[config.mk]
export PLATFORM = sky130hd
export DESIGN_NAME = amfc_frame_ctrl
export DESIGN_NICKNAME = d
export VERILOG_FILES = /design/src/amfc_pkg.sv /design/src/amfc_regs_if.sv /design/src/amfc_regs.sv /design/src/amfc_frame_ctrl.sv
export VERILOG_INCLUDE_DIRS = /design/src /design/src/src
export SDC_FILE = /design/constraint.sdc
export NUM_CORES = 1
export LEC_CHECK = 0
export BUFFER_PORTS_ARGS = -buffer_cell sky130_fd_sc_hd__buf_2
export CAP_MARGIN = 5
export CORE_MARGIN = 3
export CORE_UTILIZATION = 29
export CTS_BUF_LIST = sky130_fd_sc_hd__clkbuf_4 sky130_fd_sc_hd__clkbuf_8
export DETAILED_ROUTE_END_ITERATION = 12
export SYNTH_ARGS = -nofsm -noshare
export SYNTH_HDL_FRONTEND = slang
export SYNTH_SLANG_ARGS = --single-unit
export TNS_END_PERCENT = 100
[constraint.sdc]
create_clock -name sys_clk_in -period 3.55 [get_ports sys_clk_in]
set_input_delay 0.5325 -clock sys_clk_in [delete_from_list [all_inputs] [get_ports sys_clk_in]]
set_output_delay 0.5325 -clock sys_clk_in [all_outputs]
set_load 0.02 [all_outputs]
[src/amfc_consts.svh]
`ifndef AMFC_CONSTS_SVH
`define AMFC_CONSTS_SVH
`define AMFC_ADDR_W 16
`define AMFC_OFF_SLOT10 16'h2100
`define AMFC_OFF_SLOT8_9 16'h2101
`define AMFC_OFF_SLOT6_7 16'h2102
`define AMFC_OFF_SLOT4_5 16'h2103
`define AMFC_OFF_SLOT2_3 16'h2104
`define AMFC_OFF_SLOT0_1 16'h2105
`define AMFC_OFF_DIFF_DEC 16'h210c
`define AMFC_OFF_CLK_RATE 16'h2200
`define AMFC_OFF_PREAMP 16'h2704
`define AMFC_OFF_REMOTE 16'h2709
`define AMFC_RESET_VAL 8'h00
`define AMFC_NUM_SLOTS 11
`define AMFC_MAX_SLOTS 4'hb
`define AMFC_SLOT_CNT_MSB 7
`define AMFC_SLOT_CNT_LSB 4
`define AMFC_ADC_RATE_BIT 5
`define AMFC_PLL_FAST_BIT 4
`define AMFC_DEC_MSB 2
`define AMFC_DEC_LSB 1
`define AMFC_DIFF_LSB 4
`define AMFC_DIFF_MSB 7
`define AMFC_PREAMP_BIT 5
`define AMFC_REMOTE_LSB 3
`define AMFC_REMOTE_MSB 5
`define AMFC_SLOT0_BYTE 4'h5
`define AMFC_SETTLE_SLOW 8'h03
`define AMFC_SETTLE_FAST 8'h01
`endif

[src/amfc_pkg.sv]
package amfc_pkg;
    typedef enum logic [1:0] {AMFC_IDLE, AMFC_SLOT, AMFC_SETTLE} amfc_state_t;
    typedef logic [3:0] amfc_sel_t;
endpackage : amfc_pkg

[src/amfc_regs_if.sv]
interface amfc_regs_if;
    logic wr;
    logic [15:0] addr;
    logic [7:0] wdata;
    logic [7:0] rdata;
    logic [87:0] cfg;
    modport owner (input wr, input addr, input wdata, output rdata, output cfg);
    modport user (output wr, output addr, output wdata, input rdata, input cfg);
endinterface : amfc_regs_if

[src/amfc_regs.sv]
`include "amfc_consts.svh"
module amfc_regs
(
    input wire logic sys_clk_in,
    input wire logic rst_n_in,
    amfc_regs_if.owner rb
);
    logic [7:0] r_q [0:9];
    logic [15:0] offs [0:9];
    assign offs[0] = `AMFC_OFF_SLOT10;
    assign offs[1] = `AMFC_OFF_SLOT8_9;
    assign offs[2] = `AMFC_OFF_SLOT6_7;
    assign offs[3] = `AMFC_OFF_SLOT4_5;
    assign offs[4] = `AMFC_OFF_SLOT2_3;
    assign offs[5] = `AMFC_OFF_SLOT0_1;
    assign offs[6] = `AMFC_OFF_DIFF_DEC;
    assign offs[7] = `AMFC_OFF_CLK_RATE;
    assign offs[8] = `AMFC_OFF_PREAMP;
    assign offs[9] = `AMFC_OFF_REMOTE;
    logic [7:0] rd_d;
    always_comb
    begin
        rd_d = 8'h00;
        for (int i = 0; i < 10; i++)
        begin
            if (rb.addr == offs[i])
            begin
                rd_d = r_q[i];
            end
        end
    end
    genvar g;
    generate
        for (g = 0; g < 10; g++)
        begin : g_reg
            // all fields clear on reset and stay read/write
            always_ff @(posedge sys_clk_in)
            begin
                if (!rst_n_in)
                    r_q[g] <= `AMFC_RESET_VAL;
                else if (rb.wr && rb.addr == offs[g])
                    r_q[g] <= rb.wdata;
            end
            assign rb.cfg[g*8 +: 8] = r_q[g];
        end
    endgenerate
    // spare top byte of the bus; only ten registers exist
    assign rb.cfg[87:80] = 8'h00;
    // read data registered so the top's read port is a flop
    always_ff @(posedge sys_clk_in)
    begin
        if (!rst_n_in)
            rb.rdata <= 8'h00;
        else
            rb.rdata <= rd_d;
    end
endmodule : amfc_regs

[src/amfc_frame_ctrl.sv]
`include "amfc_consts.svh"
module amfc_frame_ctrl
    import amfc_pkg::*;
(
    // clock and reset
    input wire logic sys_clk_in,
    input wire logic rst_n_in,
    // slow clock, synchronous to sys_clk_in
    input wire logic slow_32k_clock_in,
    // register port
    input wire logic reg_wr_in,
    input wire logic [15:0] reg_addr_in,
    input wire logic [7:0] reg_wdata_in,
    output logic [7:0] reg_rdata_out,
    // converter control
    output logic [3:0] slot_input_select_out,
    output logic [3:0] slot_index_out,
    output logic conv_active_out,
    output logic conv_start_out,
    output logic frame_sync_out,
    output logic [1:0] decimation_length_out,
    output logic adc_rate_out,
    output logic pll_fast_out,
    output logic low_bias_out,
    // front-end configuration
    output logic [3:0] diff_pair_enable_out,
    output logic [2:0] remote_sensor_enable_out,
    output logic preamp_enable_out,
    output logic preamp_gain8_out
);
    ////////////////////////////////////////////////////////////////////
    amfc_regs_if rb ();
    assign rb.wr = reg_wr_in;
    assign rb.addr = reg_addr_in;
    assign rb.wdata = reg_wdata_in;
    amfc_regs u_regs
    (
        .sys_clk_in(sys_clk_in),
        .rst_n_in(rst_n_in),
        .rb(rb)
    );
    assign reg_rdata_out = rb.rdata;
    ////////////////////////////////////////////////////////////////////
    wire [7:0] r_slot10 = rb.cfg[7:0];
    wire [7:0] r_diff = rb.cfg[55:48];
    wire [7:0] r_clk = rb.cfg[63:56];
    wire [7:0] r_pre = rb.cfg[71:64];
    wire [7:0] r_rmt = rb.cfg[79:72];
    wire [3:0] slot_cnt = r_slot10[`AMFC_SLOT_CNT_MSB:`AMFC_SLOT_CNT_LSB];
    wire [3:0] slot_lim = (slot_cnt > `AMFC_MAX_SLOTS) ? `AMFC_MAX_SLOTS : slot_cnt;
    wire adc_rate = r_clk[`AMFC_ADC_RATE_BIT];
    wire pll_fast = r_clk[`AMFC_PLL_FAST_BIT];
    wire [1:0] dec_len = r_diff[`AMFC_DEC_MSB:`AMFC_DEC_LSB];
    // selector of slot n: slot 0 low nibble of 0x2105, slot 10 low nibble of 0x2100
    function automatic amfc_sel_t sel_of(input logic [87:0] cfg, input logic [3:0] n);
        logic [3:0] byte_i;
        byte_i = `AMFC_SLOT0_BYTE - n[3:1];
        sel_of = n[0] ? cfg[byte_i*8 + 4 +: 4] : cfg[byte_i*8 +: 4];
    endfunction : sel_of
    // slot length in slow cycles = (3-2*pll_fast)*(dec+1)*(rate+1); the same
    // 3-2*pll_fast term is the settle count, so one wire serves both
    wire [7:0] settle_len = pll_fast ? `AMFC_SETTLE_FAST : `AMFC_SETTLE_SLOW;
    wire [7:0] dec_mul = {6'h00, dec_len} + 8'h01;
    wire [7:0] rate_mul = {7'h00, adc_rate} + 8'h01;
    wire [7:0] slot_len = settle_len * dec_mul * rate_mul;
    ////////////////////////////////////////////////////////////////////
    // slow clock is sampled; edge detect on a registered copy
    // copy resets high: a clock already high at release must not count as a rise
    logic slow_q;
    always_ff @(posedge sys_clk_in)
    begin
        if (!rst_n_in)
            slow_q <= 1'b1;
        else
            slow_q <= slow_32k_clock_in;
    end
    wire slow_rise = slow_32k_clock_in && !slow_q;
    amfc_state_t state_q, state_d;
    logic [3:0] slot_q, slot_d;
    logic [7:0] cnt_q, cnt_d;
    wire cnt_done = (cnt_q == 8'h01);
    wire last_slot = ((slot_q + 4'h1) >= slot_lim);
    always_comb
    begin
        state_d = state_q;
        slot_d = slot_q;
        cnt_d = cnt_q;
        case (state_q)
            AMFC_IDLE:
            begin
                // a zero slot count parks the sequencer for safe reconfiguration
                if (slow_rise && slot_lim != 4'h0)
                begin
                    state_d = AMFC_SLOT;
                    slot_d = 4'h0;
                    cnt_d = slot_len;
                end
            end
            AMFC_SLOT:
            begin
                if (slow_rise)
                begin
                    if (!cnt_done)
                        cnt_d = cnt_q - 8'h01;
                    else if (last_slot)
                    begin
                        state_d = AMFC_SETTLE;
                        cnt_d = settle_len;
                    end
                    else
                    begin
                        slot_d = slot_q + 4'h1;
                        cnt_d = slot_len;
                    end
                end
            end
            AMFC_SETTLE:
            begin
                if (slow_rise)
                begin
                    if (!cnt_done)
                        cnt_d = cnt_q - 8'h01;
                    else if (slot_lim == 4'h0)
                        state_d = AMFC_IDLE;
                    else
                    begin
                        state_d = AMFC_SLOT;
                        slot_d = 4'h0;
                        cnt_d = slot_len;
                    end
                end
            end
            default:
            begin
                state_d = AMFC_IDLE;
            end
        endcase
    end
    always_ff @(posedge sys_clk_in)
    begin
        if (!rst_n_in)
        begin
            state_q <= AMFC_IDLE;
            slot_q <= 4'h0;
            cnt_q <= 8'h00;
        end
        else
        begin
            state_q <= state_d;
            slot_q <= slot_d;
            cnt_q <= cnt_d;
        end
    end
    wire in_slot_d = (state_d == AMFC_SLOT);
    wire in_settle_d = (state_d == AMFC_SETTLE);
    wire starting = in_slot_d && (state_q != AMFC_SLOT || slot_d != slot_q
                    || (cnt_done && slow_rise));
    wire [3:0] diff_en = r_diff[`AMFC_DIFF_MSB:`AMFC_DIFF_LSB];
    wire [2:0] rmt_en = r_rmt[`AMFC_REMOTE_MSB:`AMFC_REMOTE_LSB];
    wire pre_en = r_pre[`AMFC_PREAMP_BIT];
    ////////////////////////////////////////////////////////////////////
    // sequencer view, launched from next state so pins line up with the state
    always_ff @(posedge sys_clk_in)
    begin
        if (!rst_n_in)
        begin
            slot_input_select_out <= 4'h0;
            slot_index_out <= 4'h0;
            conv_active_out <= 1'b0;
            conv_start_out <= 1'b0;
            frame_sync_out <= 1'b0;
        end
        else
        begin
            slot_input_select_out <= sel_of(rb.cfg, slot_d);
            slot_index_out <= slot_d;
            conv_active_out <= in_slot_d;
            conv_start_out <= starting;
            frame_sync_out <= in_settle_d;
        end
    end
    ////////////////////////////////////////////////////////////////////
    // config copies, one flop each so every pin is a clean register
    always_ff @(posedge sys_clk_in)
    begin
        if (!rst_n_in)
        begin
            decimation_length_out <= 2'b00;
            adc_rate_out <= 1'b0;
            pll_fast_out <= 1'b0;
            low_bias_out <= 1'b0;
            diff_pair_enable_out <= 4'h0;
            remote_sensor_enable_out <= 3'b000;
            preamp_enable_out <= 1'b0;
            preamp_gain8_out <= 1'b0;
        end
        else
        begin
            decimation_length_out <= dec_len;
            adc_rate_out <= adc_rate;
            pll_fast_out <= pll_fast;
            low_bias_out <= adc_rate;
            diff_pair_enable_out <= diff_en;
            remote_sensor_enable_out <= rmt_en;
            // amplifier powered only when gain 8 is wanted
            preamp_enable_out <= pre_en;
            preamp_gain8_out <= pre_en;
        end
    end
endmodule : amfc_frame_ctrl

==> qor.json <==
{
  "cts_buffer_depth": {"value": 2},
  "gr-total-overflow": {"value": 0},
  "layout-area-overhead-vs-synth": {"value": 18.2, "unit": "%"},
  "numCtsBuffers": {"value": 17},
  "worst_skew_pair.late_latency": {"value": 0.46, "unit": "ns"},
  "finClkSkew": {"value": 0.0144, "unit": "ns"},
  "std_cell_rows": {"value": 56},
  "synth_cells": {"value": 710},
  "critical_path.max_fanout": {"value": 16},
  "port-buffer-count": {"value": 60},
  "worst_hold_path_type": {"value": "in2reg"},
  "tritoncts_num_sinks": {"value": 122},
  "chipWidth": {"value": 163, "unit": "um"},
  "layout_worst_path_cycle_share": {"value": 95.2, "unit": "%"},
  "boundaryPins": {"value": 61},
  "antenna_found_initial": {"value": 1},
  "detail_route.wl_per_cell": {"value": 21.0, "unit": "um"},
  "worst-slew-pin-transition": {"value": 0.896, "unit": "ns"},
  "dpl.hpwl": {"value": 16900, "unit": "um"},
  "ys_warn_count": {"value": 0},
  "cts_max_level": {"value": 4},
  "worst-setup-path-type": {"value": "reg2reg"},
  "final_report_setup_violation_count": {"value": 0},
  "synth.cell_area": {"value": 7160, "unit": "sq um"},
  "ys_async_sr_fraction": {"value": 0, "unit": "%"},
  "drcViolationCount": {"value": 0},
  "dieHeight": {"value": 163, "unit": "um"},
  "insertedDiodeCount": {"value": 0},
  "effective_utilization_at_floorplan": {"value": 30.0, "unit": "%"},
  "grt_use_total": {"value": 17.6, "unit": "%"},
  "route.detailed.vias_per_inst": {"value": 5.68},
  "synthDominantCellAreaShare": {"value": 33.5, "unit": "%"},
  "critical_path_required": {"value": 3.94, "unit": "ns"},
  "synth.yosys.seq_area_share": {"value": 45.3, "unit": "%"},
  "ir_drop": {"value": 0.000205, "unit": "V"},
  "floorplan.die_area": {"value": 26600, "unit": "sq um"},
  "crit_arrival": {"value": 3.77, "unit": "ns"},
  "cellPowerDensity": {"value": 390, "unit": "nW/um^2"},
  "yosys.cell_types.count": {"value": 78},
  "slew-limit-headroom": {"value": 40.0, "unit": "%"},
  "synth-edff-count": {"value": 80},
  "final-hold-violation-count": {"value": 0},
  "first_pass_iteration_count_of_the_detailed_router": {"value": 5},
  "fmaxAchievable": {"value": 0.296, "unit": "GHz"},
  "totalWireLength": {"value": 23400, "unit": "um"},
  "slew_violations": {"value": 0},
  "syn_avg_cell_area": {"value": 10.1, "unit": "sq um"},
  "mostFrequentLayoutCells": {"value": "sky130_fd_sc_hd__edfxtp_1, sky130_fd_sc_hd__buf_2, sky130_fd_sc_hd__and2_1"},
  "cap_violations": {"value": 0},
  "first_global_vias": {"value": 5941},
  "final_nets": {"value": 830},
  "clock_tree_from_tritoncts": {"value": "yes"},
  "synth.ff_latch_count": {"value": 122},
  "cts_clk_pin_slew_worst_paths": {"value": 0.07, "unit": "ns"},
  "grt_pass1_wl": {"value": 35300, "unit": "um"},
  "ant_nets": {"value": 0},
  "setup_slack": {"value": 0.172, "unit": "ns"},
  "top_ff_cell_synth": {"value": "sky130_fd_sc_hd__edfxtp_1"},
  "total_power": {"value": 3.30, "unit": "mW"},
  "synthesis.nets": {"value": 756},
  "clock-root-buffer": {"value": "sky130_fd_sc_hd__clkbuf_8"},
  "synth.top_cells.by_area": {"value": "sky130_fd_sc_hd__edfxtp_1, sky130_fd_sc_hd__dfxtp_1, sky130_fd_sc_hd__and2_1"},
  "type_of_element_capturing_the_critical_path": {"value": "flop"},
  "layout_commonest_cell": {"value": "sky130_fd_sc_hd__edfxtp_1"},
  "outcome": {"value": "completed"},
  "lkg_pwr": {"value": 3.34, "unit": "nW"},
  "routed-via-count": {"value": 6339},
  "dp_slack": {"value": 0.0493, "unit": "ns"},
  "core_region_area": {"value": 23900, "unit": "sq um"},
  "startpoint_type": {"value": "flop"},
  "gp_congestion": {"value": 0.957},
  "placed_cell_area": {"value": 8000, "unit": "sq um"},
  "layout_cell_share_with_drive_strength_beyond_1": {"value": 21.7, "unit": "%"},
  "pin_count_of_the_biggest_net_entering_global_routing": {"value": 49},
  "synth_top_cell_by_area": {"value": "sky130_fd_sc_hd__edfxtp_1"},
  "finalInstanceArea": {"value": 8470, "unit": "sq um"},
  "fin_crit": {"value": 3.38, "unit": "ns"},
  "number_of_drc_markers_after_the_initial_detailed_route_iteration": {"value": 730}
}
## critical path, cell delays in order, from the launching register on
cell and delay (ns):
sky130_fd_sc_hd__dfxtp_2 0.35, sky130_fd_sc_hd__ha_1 0.23, sky130_fd_sc_hd__xor2_1 0.15, sky130_fd_sc_hd__ha_1 0.30, sky130_fd_sc_hd__a21oi_1 0.17, sky130_fd_sc_hd__o22a_1 0.19, sky130_fd_sc_hd__nand2_1 0.08, sky130_fd_sc_hd__nor3_1 0.21
sky130_fd_sc_hd__xnor2_1 0.14, sky130_fd_sc_hd__o21ai_1 0.12, sky130_fd_sc_hd__ha_1 0.36, sky130_fd_sc_hd__nor2_1 0.19, sky130_fd_sc_hd__nand2_4 0.16, sky130_fd_sc_hd__a2111oi_0 0.44, sky130_fd_sc_hd__nor4_1 0.13, sky130_fd_sc_hd__nand4_1 0.09
## logic make-up after synthesis
logic type	synth area share, %
AO/OA/AOI/OAI	19.6
XOR/XNOR	0.612
adder cells (fa/ha/maj)	3.25
buffers and inverters	4.19
flip-flops	45.3
multiplexers	2.36
other	0.0524
AND/OR/NAND/NOR	24.6
## stage by stage
step	setup TNS, ns	std cells	hold WS [ns]	utilization (%)
after floorplan	0	710	0.451	-
after global placement	0	1084	0.465	33.5
after detailed placement	0	1084	0.478	33.5
after CTS	0	1116	0.280	35.3
after global routing	-0.0158	1116	0.273	35.4
final	0	1116	0.299	35.4
## routing by layer
metal / vias to the layer above / routed length, um / global-route usage [%]
met3: 51 / 2270 / 4.34
met2: 351 / 10200 / 26.2
met4: 0 / 758 / 6.57
li1: 2915 / - / -
met1: 3022 / 10200 / 24.7
met5: - / 0 / 0
## where the power goes
group	internal [mW]	leakage, nW	switching (mW)
sequential	1.57	1.10	0.0526
combinational	0.107	2.03	0.188
clock	0.763	0.204	0.618
## cells in the mapped netlist (4+ instances only)
cell type,n
sky130_fd_sc_hd__nand4b_1,5
sky130_fd_sc_hd__buf_2,8
sky130_fd_sc_hd__xnor2_1,4
sky130_fd_sc_hd__o22ai_1,4
sky130_fd_sc_hd__and3_1,51
sky130_fd_sc_hd__a2111oi_0,18
sky130_fd_sc_hd__nand4_1,27
sky130_fd_sc_hd__buf_4,5
sky130_fd_sc_hd__a211o_1,8
sky130_fd_sc_hd__or3_1,6
sky130_fd_sc_hd__nor2b_1,10
sky130_fd_sc_hd__a221oi_1,9
sky130_fd_sc_hd__nor2_1,21
sky130_fd_sc_hd__dfxtp_1,42
sky130_fd_sc_hd__o31a_1,8
sky130_fd_sc_hd__a31oi_1,4
sky130_fd_sc_hd__nor4_1,8
sky130_fd_sc_hd__or4_1,4
sky130_fd_sc_hd__edfxtp_1,80
sky130_fd_sc_hd__mux2i_1,9
sky130_fd_sc_hd__a21oi_1,26
sky130_fd_sc_hd__clkbuf_1,34
sky130_fd_sc_hd__mux2_2,7
sky130_fd_sc_hd__nor3_1,16
sky130_fd_sc_hd__a211oi_1,10
sky130_fd_sc_hd__and2_1,53
sky130_fd_sc_hd__nand2b_1,8
sky130_fd_sc_hd__a22o_1,4
sky130_fd_sc_hd__o211ai_1,12
sky130_fd_sc_hd__o31ai_1,18
sky130_fd_sc_hd__nand3_1,10
sky130_fd_sc_hd__nand2_1,42
sky130_fd_sc_hd__o21ai_0,29
sky130_fd_sc_hd__a22oi_1,7
sky130_fd_sc_hd__ha_1,17
sky130_fd_sc_hd__inv_1,17
## worst paths after layout
path,startpoint,end,slack [ns],cells after the start
max reg2reg,slot_index_out[0]$_SDFF_PN0_,slot_input_select_out[1]$_SDFF_PN0_,0.17,15
min reg2reg,cnt_q[6]$_SDFFE_PN0P_,cnt_q[6]$_SDFFE_PN0P_,0.48,2
max,slot_index_out[0]$_SDFF_PN0_,slot_input_select_out[1]$_SDFF_PN0_,0.17,15
min,slow_32k_clock_in,slow_q$_SDFF_PN1_,0.30,2
## layout make-up
type	count	area [sq um]
sequential	122	3250
inverter	19	71.3
clock buffer	17	234
multi-input combinational	518	3660
tap	319	399
fill	2390	15400
timing repair buffer	106	658
clock inverter	15	198
## flip-flops by register name (all words and copies together), names as in the netlist
name,count
cnt_q,8
low_bias_out,1
u_regs.rb.rdata,8
u_regs.r_q,80
slot_index_out,4
diff_pair_enable_out,4
conv_active_out,1
pll_fast_out,1
conv_start_out,1
state_q,2
slow_q,1
decimation_length_out,2
preamp_gain8_out,1
frame_sync_out,1
remote_sensor_enable_out,3
slot_input_select_out,4
## repair_timing
action / 4_1_cts / 5_1_grt
setup buffers: 0 / 0
resized for setup: 0 / 16
hold buffers: 0 / 0
hold endpoints to repair: 0 / 0
setup endpoints to repair: 0 / 4
Note: power is estimated with default switching activity, not from simulation.
